$ cat config.mk
export PLATFORM = sky130hd
export DESIGN_NAME = clock_generator_unit
export DESIGN_NICKNAME = d
export VERILOG_FILES = /design/src/rtl/edge_modulo_divider.v /design/src/rtl/clock_generator_unit.v
export VERILOG_INCLUDE_DIRS = /design/src /design/src/rtl
export SDC_FILE = /design/constraint.sdc
export NUM_CORES = 1
export LEC_CHECK = 0
export BUFFER_PORTS_ARGS = -buffer_cell sky130_fd_sc_hd__buf_2
export CAP_MARGIN = 10
export CORE_MARGIN = 2
export CORE_UTILIZATION = 64
export DETAILED_ROUTE_END_ITERATION = 12
export GPL_ROUTABILITY_DRIVEN = 0
export PLACE_DENSITY = 0.95
export SLEW_MARGIN = 20
export SYNTH_ARGS = -nofsm -noshare
export SYNTH_HDL_FRONTEND = slang
export SYNTH_HIERARCHICAL = 1
export SYNTH_SLANG_ARGS = --single-unit
$ cat constraint.sdc
create_clock -name CORE_CLK_I -period 5.45 [get_ports CORE_CLK_I]
set_input_delay 0.2725 -clock CORE_CLK_I [delete_from_list [all_inputs] [get_ports CORE_CLK_I]]
set_output_delay 0.2725 -clock CORE_CLK_I [all_outputs]
set_load 0.005 [all_outputs]
$ cat src/rtl/pll_consts.vh
// Purpose: Shared constants for the PLL divider and base clock selector
// Assumes: 8-bit register port, registers at their byte offsets
// Notes:   Included by the clock generator unit only, by bare name
//
// Notes on behaviour
// - VCO rate is reference times 2^P*N/R
// - Bus clock is quarter of selected source
// - Prescale field divides feedback by 2^P
// - Range power E in range field, never 3; the range field accepts 3 unchecked
// - Multiplier N spans low and high registers
// - Center of range is L*2^E*38.4 kHz
// - Reference divided by R before comparison
// - Zero R or N acts as one
// - Zero L disables PLL, blocks VCO select
// - Zero L forces crystal as base source
// - Switch waits three edges of each clock
// - Transition output divided by two
// - Select bit chooses VCO or crystal
// - VCO select refused while PLL off
// - PLL cannot be switched off while selected
// - Programming registers read-only while PLL on
// - Select set holds enable set
// - PLL off or zero L clears select
`ifndef PLL_CONSTS_VH
`define PLL_CONSTS_VH

// ***************************************************************
// Register offsets
// ***************************************************************
`define PLL_CONTROL_ADDR    8'h36
`define MULT_HIGH_ADDR      8'h38
`define MULT_LOW_ADDR       8'h39
`define VCO_RANGE_ADDR      8'h3A
`define REF_DIV_ADDR        8'h3B

// ***************************************************************
// Control register field positions
// ***************************************************************
`define CTL_ENABLE_BIT      5
`define CTL_SELECT_BIT      4
`define CTL_PRESCALE_HI     3
`define CTL_PRESCALE_LO     2
`define CTL_RANGE_HI        1
`define CTL_RANGE_LO        0

// ***************************************************************
// Reset values
// ***************************************************************
`define CTL_ENABLE_RST      1'h1
`define CTL_SELECT_RST      1'h0
`define CTL_PRESCALE_RST    2'h0
`define CTL_RANGE_RST       2'h0
`define MULT_RST            12'h040
`define VCO_RANGE_RST       8'h40
`define REF_DIV_RST         4'h1

// ***************************************************************
// Timing counts and widths
// ***************************************************************
`define SWITCH_EDGES        2'h3
`define FB_DIV_WIDTH        15
`define REF_DIV_WIDTH       4

`endif

$ cat src/rtl/edge_modulo_divider.v
// Purpose: Counts qualified source edges and pulses every modulus edges
// Assumes: Modulus is never zero; caller maps zero to one
// Notes:   One instance per divider chain
`timescale 1ns/1ps
`default_nettype none

module edge_modulo_divider #(
   parameter WIDTH = 4
) (
   // Clock and reset
   input  wire             clk_i,
   input  wire             rst_n_i,
   // Source edge and modulus
   input  wire             edge_i,
   input  wire [WIDTH-1:0] modulus_i,
   // Divided output
   output reg              pulse_o
);

   reg [WIDTH-1:0] count;

   // ***************************************************************
   // Modulo counter
   // ***************************************************************
   // Count edges; wrap and pulse on the last one of each period
   always @(posedge clk_i or negedge rst_n_i) begin
      if (!rst_n_i) begin
         count   <= {WIDTH{1'b0}};
         pulse_o <= 1'b0;
      end else begin
         pulse_o <= 1'b0;
         if (edge_i) begin
            if (count >= modulus_i - {{(WIDTH-1){1'b0}}, 1'b1}) begin
               count   <= {WIDTH{1'b0}};
               pulse_o <= 1'b1;
            end else begin
               count <= count + {{(WIDTH-1){1'b0}}, 1'b1};
            end
         end
      end
   end

endmodule // edge_modulo_divider

`default_nettype wire

$ cat src/rtl/clock_generator_unit.v
// Purpose: PLL settings, dividers and glitch-free base clock selector
// Assumes: Crystal and VCO clocks are sampled inputs, synchronous to core clock
// Notes:   Analog loop, oscillator and lock detector live outside
`timescale 1ns/1ps
`default_nettype none
`include "pll_consts.vh"

module clock_generator_unit (
   // Core clock and reset
   input  wire        CORE_CLK_I,
   input  wire        NRST_I,
   // Register port
   input  wire [7:0]  ADDR_I,
   input  wire [7:0]  WR_DATA_I,
   input  wire        WR_STB_I,
   input  wire        RD_STB_I,
   output reg  [7:0]  RD_DATA_O,
   // Source clocks, sampled
   input  wire        CRYSTAL_CLOCK_I,
   input  wire        VCO_CLOCK_I,
   // Loop side outputs
   output reg         REF_DIV_PULSE_O,
   output reg         FB_DIV_PULSE_O,
   output reg         PLL_ACTIVE_O,
   output reg  [9:0]  CENTER_RANGE_O,
   // Base clock to system integration
   output reg         BASE_CLOCK_OUT_O,
   output reg         SWITCHING_O,
   output reg         VCO_SOURCE_O
);

   // ***************************************************************
   // Switch state machine encoding
   // ***************************************************************
   localparam [1:0] ST_RUN   = 2'h0;
   localparam [1:0] ST_DRAIN = 2'h1;
   localparam [1:0] ST_FILL  = 2'h2;

   // ***************************************************************
   // Register storage
   // ***************************************************************
   reg        pll_enable;
   reg        base_clock_select;
   reg [1:0]  prescale;
   reg [1:0]  vco_range_power_field;
   reg [11:0] multiplier;
   reg [7:0]  linear_range;
   reg [3:0]  ref_divider;

   // Source sampling and selector state
   reg        xclk_q;
   reg        vclk_q;
   reg [1:0]  state;
   reg [1:0]  next_state;
   reg [1:0]  edge_cnt;
   reg [1:0]  next_edge_cnt;
   reg        active_src;
   reg        next_active_src;
   reg [7:0]  next_rd_data;

   wire       xclk_edge;
   wire       vclk_edge;
   wire       range_zero;
   wire       pll_active;
   wire       want_vco;
   wire       old_edge;
   wire       new_edge;
   wire       src_edge;
   wire       ref_pulse;
   wire       fb_pulse;
   wire       write_ctl;
   wire       prog_open;
   wire [3:0]  eff_ref_div;
   wire [11:0] eff_mult;
   wire [14:0] fb_modulus;

   // ***************************************************************
   // Effective settings
   // ***************************************************************
   // Zero in the range register shuts the loop down entirely
   assign range_zero = (linear_range == 8'h00);
   assign pll_active = pll_enable & ~range_zero;
   // Zero divider values behave as one
   assign eff_ref_div = (ref_divider == 4'h0) ? 4'h1 : ref_divider;
   assign eff_mult    = (multiplier == 12'h000) ? 12'h001 : multiplier;
   // Feedback modulus is N times two to the P
   assign fb_modulus  = {3'h0, eff_mult} << prescale;
   // Selector only asks for VCO while the loop really runs
   assign want_vco    = base_clock_select & pll_active;

   // Programming registers are frozen while the loop is on
   assign prog_open = ~pll_enable;
   assign write_ctl = WR_STB_I & (ADDR_I == `PLL_CONTROL_ADDR);

   // ***************************************************************
   // Register writes
   // ***************************************************************
   // Interlocks use the bits as they stood before this write, so an
   // enable change and a select change cannot take effect together
   always @(posedge CORE_CLK_I or negedge NRST_I) begin
      if (!NRST_I) begin
         pll_enable            <= `CTL_ENABLE_RST;
         base_clock_select     <= `CTL_SELECT_RST;
         prescale              <= `CTL_PRESCALE_RST;
         vco_range_power_field <= `CTL_RANGE_RST;
         multiplier            <= `MULT_RST;
         linear_range          <= `VCO_RANGE_RST;
         ref_divider           <= `REF_DIV_RST;
      end else begin
         if (write_ctl) begin
            // Clearing enable ignored while the select bit is set
            if (!base_clock_select) begin
               pll_enable <= WR_DATA_I[`CTL_ENABLE_BIT];
            end
            // Select settable only with loop on, range nonzero and enable kept,
            // so a write that drops enable can never leave select standing
            if (pll_active && (base_clock_select || WR_DATA_I[`CTL_ENABLE_BIT])) begin
               base_clock_select <= WR_DATA_I[`CTL_SELECT_BIT];
            end else begin
               base_clock_select <= 1'b0;
            end
            if (prog_open) begin
               prescale <= WR_DATA_I[`CTL_PRESCALE_HI:`CTL_PRESCALE_LO];
               vco_range_power_field <= WR_DATA_I[`CTL_RANGE_HI:`CTL_RANGE_LO];
            end
         end else if (!pll_active) begin
            base_clock_select <= 1'b0;
         end
         if (WR_STB_I && prog_open) begin
            case (ADDR_I)
               `MULT_HIGH_ADDR: begin
                  multiplier[11:8] <= WR_DATA_I[3:0];
               end
               `MULT_LOW_ADDR: begin
                  multiplier[7:0] <= WR_DATA_I;
               end
               `VCO_RANGE_ADDR: begin
                  linear_range <= WR_DATA_I;
               end
               `REF_DIV_ADDR: begin
                  ref_divider <= WR_DATA_I[3:0];
               end
               default: begin
                  multiplier <= multiplier;
               end
            endcase
         end
      end
   end

   // ***************************************************************
   // Register reads
   // ***************************************************************
   // Unmapped offsets and unused bits read as zero
   always @* begin
      next_rd_data = 8'h00;
      case (ADDR_I)
         `PLL_CONTROL_ADDR: begin
            next_rd_data[`CTL_ENABLE_BIT] = pll_enable;
            next_rd_data[`CTL_SELECT_BIT] = base_clock_select;
            next_rd_data[`CTL_PRESCALE_HI:`CTL_PRESCALE_LO] = prescale;
            next_rd_data[`CTL_RANGE_HI:`CTL_RANGE_LO] = vco_range_power_field;
         end
         `MULT_HIGH_ADDR: begin
            next_rd_data = {4'h0, multiplier[11:8]};
         end
         `MULT_LOW_ADDR: begin
            next_rd_data = multiplier[7:0];
         end
         `VCO_RANGE_ADDR: begin
            next_rd_data = linear_range;
         end
         `REF_DIV_ADDR: begin
            next_rd_data = {4'h0, ref_divider};
         end
         default: begin
            next_rd_data = 8'h00;
         end
      endcase
   end

   // Read data stands only in the cycle after the strobe
   always @(posedge CORE_CLK_I or negedge NRST_I) begin
      if (!NRST_I) begin
         RD_DATA_O <= 8'h00;
      end else if (RD_STB_I) begin
         RD_DATA_O <= next_rd_data;
      end else begin
         RD_DATA_O <= 8'h00;
      end
   end

   // ***************************************************************
   // Source edge detection
   // ***************************************************************
   // Inputs arrive synchronous, so one stage of history suffices
   always @(posedge CORE_CLK_I or negedge NRST_I) begin
      if (!NRST_I) begin
         xclk_q <= 1'b0;
         vclk_q <= 1'b0;
      end else begin
         xclk_q <= CRYSTAL_CLOCK_I;
         vclk_q <= VCO_CLOCK_I;
      end
   end

   assign xclk_edge = CRYSTAL_CLOCK_I & ~xclk_q;
   // VCO edges count only while the loop runs
   assign vclk_edge = VCO_CLOCK_I & ~vclk_q & pll_active;

   // ***************************************************************
   // Reference and feedback dividers
   // ***************************************************************
   // Reference clock is the crystal, divided by R
   edge_modulo_divider #(
      .WIDTH     (`REF_DIV_WIDTH)
   ) u_ref_div (
      .clk_i     (CORE_CLK_I),
      .rst_n_i   (NRST_I),
      .edge_i    (xclk_edge & pll_active),
      .modulus_i (eff_ref_div),
      .pulse_o   (ref_pulse)
   );

   // VCO feedback divided by N times two to the P
   edge_modulo_divider #(
      .WIDTH     (`FB_DIV_WIDTH)
   ) u_fb_div (
      .clk_i     (CORE_CLK_I),
      .rst_n_i   (NRST_I),
      .edge_i    (vclk_edge),
      .modulus_i (fb_modulus),
      .pulse_o   (fb_pulse)
   );

   // Loop side outputs registered
   always @(posedge CORE_CLK_I or negedge NRST_I) begin
      if (!NRST_I) begin
         REF_DIV_PULSE_O <= 1'b0;
         FB_DIV_PULSE_O  <= 1'b0;
         PLL_ACTIVE_O    <= 1'b0;
         CENTER_RANGE_O  <= 10'h000;
      end else begin
         REF_DIV_PULSE_O <= ref_pulse;
         FB_DIV_PULSE_O  <= fb_pulse;
         PLL_ACTIVE_O    <= pll_active;
         // Center of range in units of the nominal 38.4 kHz step
         CENTER_RANGE_O  <= {2'h0, linear_range} << vco_range_power_field;
      end
   end

   // ***************************************************************
   // Glitch-free source transition
   // ***************************************************************
   assign old_edge = active_src ? vclk_edge : xclk_edge;
   assign new_edge = active_src ? xclk_edge : vclk_edge;
   assign src_edge = active_src ? vclk_edge : xclk_edge;

   // Drain three edges of the old source, then three of the new one;
   // output is frozen throughout so no runt can escape
   always @* begin
      next_state      = state;
      next_edge_cnt   = edge_cnt;
      next_active_src = active_src;
      case (state)
         ST_RUN: begin
            if (want_vco != active_src) begin
               next_state    = ST_DRAIN;
               next_edge_cnt = 2'h0;
            end
         end
         ST_DRAIN: begin
            if (old_edge) begin
               if (edge_cnt == `SWITCH_EDGES - 2'h1) begin
                  next_state      = ST_FILL;
                  next_edge_cnt   = 2'h0;
                  next_active_src = ~active_src;
               end else begin
                  next_edge_cnt = edge_cnt + 2'h1;
               end
            end
         end
         ST_FILL: begin
            // Here the roles flipped, so the new source is active_src
            if (src_edge) begin
               if (edge_cnt == `SWITCH_EDGES - 2'h1) begin
                  next_state    = ST_RUN;
                  next_edge_cnt = 2'h0;
               end else begin
                  next_edge_cnt = edge_cnt + 2'h1;
               end
            end
         end
         default: begin
            next_state    = ST_RUN;
            next_edge_cnt = 2'h0;
         end
      endcase
   end

   // Selector state and divide-by-two base clock
   always @(posedge CORE_CLK_I or negedge NRST_I) begin
      if (!NRST_I) begin
         state            <= ST_RUN;
         edge_cnt         <= 2'h0;
         active_src       <= 1'b0;
         BASE_CLOCK_OUT_O <= 1'b0;
         SWITCHING_O      <= 1'b0;
         VCO_SOURCE_O     <= 1'b0;
      end else begin
         state       <= next_state;
         edge_cnt    <= next_edge_cnt;
         active_src  <= next_active_src;
         SWITCHING_O <= (next_state != ST_RUN);
         VCO_SOURCE_O <= next_active_src;
         // Toggle only on whole source edges outside a transition
         if (state == ST_RUN && next_state == ST_RUN && src_edge) begin
            BASE_CLOCK_OUT_O <= ~BASE_CLOCK_OUT_O;
         end
      end
   end

   // Unused new_edge kept out of logic; drain uses old_edge only
   wire unused_new_edge;
   assign unused_new_edge = new_edge;

endmodule // clock_generator_unit

`default_nettype wire

==> reports/qor.csv <==
metric;value;unit
result of the run;complete, no violations;
Sw Ratio;34.83;%
syn avg cell area;10.70;um^2
FILL cells;504;
Worst-path clk slew;0.09;ns
Iteration-0 DRC Markers;317;
register area share after synthesis;42.66;%
Slew headroom;35.26;%
Die X;90.27;um
setup TNS;0;ns
Post-route DRC;0;
first-pass GRT wire length;17780;um
Final Setup Violations;0;
largest net degree at the start of global routing;82;
WP data required;5.72;ns
DP HPWL;7522;um
WP data arrival;4.24;ns
hold_ws;0.02389;ns
register area;0.002032;mm^2
VDD IR-drop max;0.1805;mV
Final nets;534;
worst-case clock buffer depth;2;
H-tree depth;3;
Critical Path Max Stage Delay;0.83;ns
number of I/O port buffers;45;
Hold Path Class;in2reg;
worst-skew pair later-pin latency;0.37;ns
commonest non-fill, non-tap cell in the layout;dfrtp_1;
Final period util;72.96;%
vias in the first global route;3809;
power density over the cells;293.9;mW/mm^2
num ports;46;
total core area;0.007214;mm^2
Die Area;0.008149;mm^2
wire length per cell after detailed routing;17.72;um
YS warnings;6;
TritonCTS clock tree;yes;
Synth-to-Final Area Change;9.850;%
RSZ-0062 raised after global routing;false;
minimum clock period after layout;3.976;ns
clock root buffer;clkbuf_8;
Die Y;90.27;um
TritonRoute pass-1 iters;8;
Post-synth ARST share;100.0;%
area of the multi-input gates;0.002592;mm^2
Max FO, Critical Path;22;
Switching Power;0.5356;mW
GRT Residual Overflow;0;
Inserted Clock Buffers;9;
Post-CTS Setup Bufs;0;
Critical Path Sink Type;register;
leading cell types in the layout, fill and taps excluded;dfrtp_1, buf_2, nor2_1;
Clock Skew;0.01416;ns
FMAX;251.5;MHz
Gate Count Post-Synth;445;
Final Max Tran Viols;0;
crit path kind;reg2reg;
Least-Margin Pin Slew;0.9686;ns
Flop pwr share;44.1;%
Vias/cell;6.267;
Comb power frac;27.7;%
initial core utilization;66.02;%
Mapped Area;0.004763;mm^2
routed vias;3691;
crit start category;register;
Clock Power Share;28.2;%
final wirelength;10440;um
P_int;1.002;mW
Yosys reg bits;81;
crit-path cells;mux4_2 -> nor4_1 -> nand3_1 -> nor4_2 -> xnor2_1 -> ha_1 -> a21oi_1 -> o21ai_1 -> a21oi_2 -> o31a_2 -> nand2_2 -> o311ai_1;
Static Leakage;2.401;nW
initial antenna violation count;0;
Distinct cells, synth;68;
# Max-Cap Violations;0;
Ant. Diodes;0;
cell row count;31;
Top FF cell, synth;dfrtp_1;
clk sinks;81;
Slowest-stage cell, CP;dfrtp_1;
share of layout cells above drive strength 1;26.53;%
Final Hold Viols;0;
Total Routing Usage GR;27.32;%
Mapped Nets;494;
Final ANT Viol Nets;0;
EDFF count, synth;0;
what timing repair did:
item,in CTS,in global routing
gates resized for setup,0,0
hold buffers,0,1
endpoints found under the hold margin,0,17
final timing paths:
| kind | start | end | slack, ns | cells after the start |
|---|---|---|---|---|
| max | prescale[0] | u_fb_div/count[7] | 1.47 | 12 |
| min | CRYSTAL_CLOCK_I | xclk_q | 0.02 | 1 |
| max reg2reg | prescale[0] | u_fb_div/count[7] | 1.47 | 12 |
| min reg2reg | u_fb_div/pulse_o | FB_DIV_PULSE_O | 0.36 | 0 |
| max in group asynchronous | NRST_I | BASE_CLOCK_OUT_O | 4.45 | 2 |
| min in group asynchronous | NRST_I | multiplier[11] | 0.50 | 2 |
power groups by stage:
| stage | logic, mW | clock network, mW | registers [mW] |
|---|---|---|---|
| 2_1_floorplan | 0.327 | 0 | 0.672 |
| 3_3_place_gp | 0.389 | 0 | 0.685 |
| 3_5_place_dp | 0.421 | 0 | 0.689 |
| 4_1_cts | 0.424 | 0.438 | 0.677 |
| 5_1_grt | 0.476 | 0.464 | 0.685 |
| 6_report | 0.426 | 0.433 | 0.678 |
metrics by stage:
stage	power, mW	instance area, um^2	util [%]	setup WS, ns	std cells
4_1_cts	1.540	5219	72.34	1.567	588
6_report	1.538	5233	72.53	1.474	589
3_3_place_gp	1.074	5029	69.70	1.798	572
3_5_place_dp	1.110	5029	69.70	1.598	572
5_1_grt	1.625	5233	72.53	1.181	589
2_1_floorplan	0.9985	4763	-	1.982	445
flip-flops by register name (all words and copies together), names as in the netlist, 4 cells and up:
| name | count |
|---|---|
| u_ref_div/count | 4 |
| CENTER_RANGE_O | 10 |
| u_fb_div/count | 15 |
| RD_DATA_O | 8 |
| multiplier | 12 |
| ref_divider | 4 |
| linear_range | 8 |
synthesized netlist by cell type, drive strengths merged (5+ instances only):
library cell | n | area (um^2)
a22oi | 6 | 45.04
a222oi | 6 | 60.06
nor3b | 5 | 53.80
and3 | 5 | 36.28
xnor2 | 16 | 140.1
nor2 | 37 | 153.9
mux2 | 34 | 412.9
nor2b | 10 | 62.56
inv | 14 | 52.55
buf | 5 | 41.29
a21oi | 30 | 157.7
clkbuf | 12 | 45.04
nand2 | 31 | 121.4
nand3 | 11 | 55.05
a211oi | 7 | 52.55
nand4 | 5 | 31.28
dfrtp | 77 | 1927
ha | 27 | 337.8
mux2i | 14 | 140.1
nor4 | 7 | 62.56
nor3 | 12 | 75.07
xor2 | 10 | 87.58
o21ai | 17 | 92.59
critical path: cells and delay by family, from the launching register on:
family	cells	cell delay, ns
muxes	1	0.66
AOI/OAI and AO/OA	5	0.95
DFF	1	0.83
and+or+nand+nor	4	0.98
xor gates and xnor gates	1	0.17
adders and majority gates	1	0.29
layout make-up:
class / instances / share of cell area, %
inverters: 14 / 1.004
clock buffers: 9 / 2.367
flip-flops and latches: 81 / 38.83
clock inverters: 7 / 1.267
multi-input cells: 333 / 49.55
repair buffers: 46 / 4.615
well taps: 99 / 2.367
metal layers:
layer	share of wire (%)	track usage [%]
met5	0	0
met4	2.7	12.56
met3	7.1	5.342
met2	50	45.99
met1	41	34.23
logic make-up after synthesis:
logic type | count (synthesis) | share of synthesized area, %
buffers and inverters | 31 | 2.916
AND/OR/NAND/NOR | 142 | 16.86
flip-flops | 81 | 42.66
AO/OA/AOI/OAI | 87 | 12.66
multiplexers | 51 | 13.03
XOR/XNOR | 26 | 4.780
adder cells (fa/ha/maj) | 27 | 7.092
Note: power is estimated with default switching activity, not from simulation.
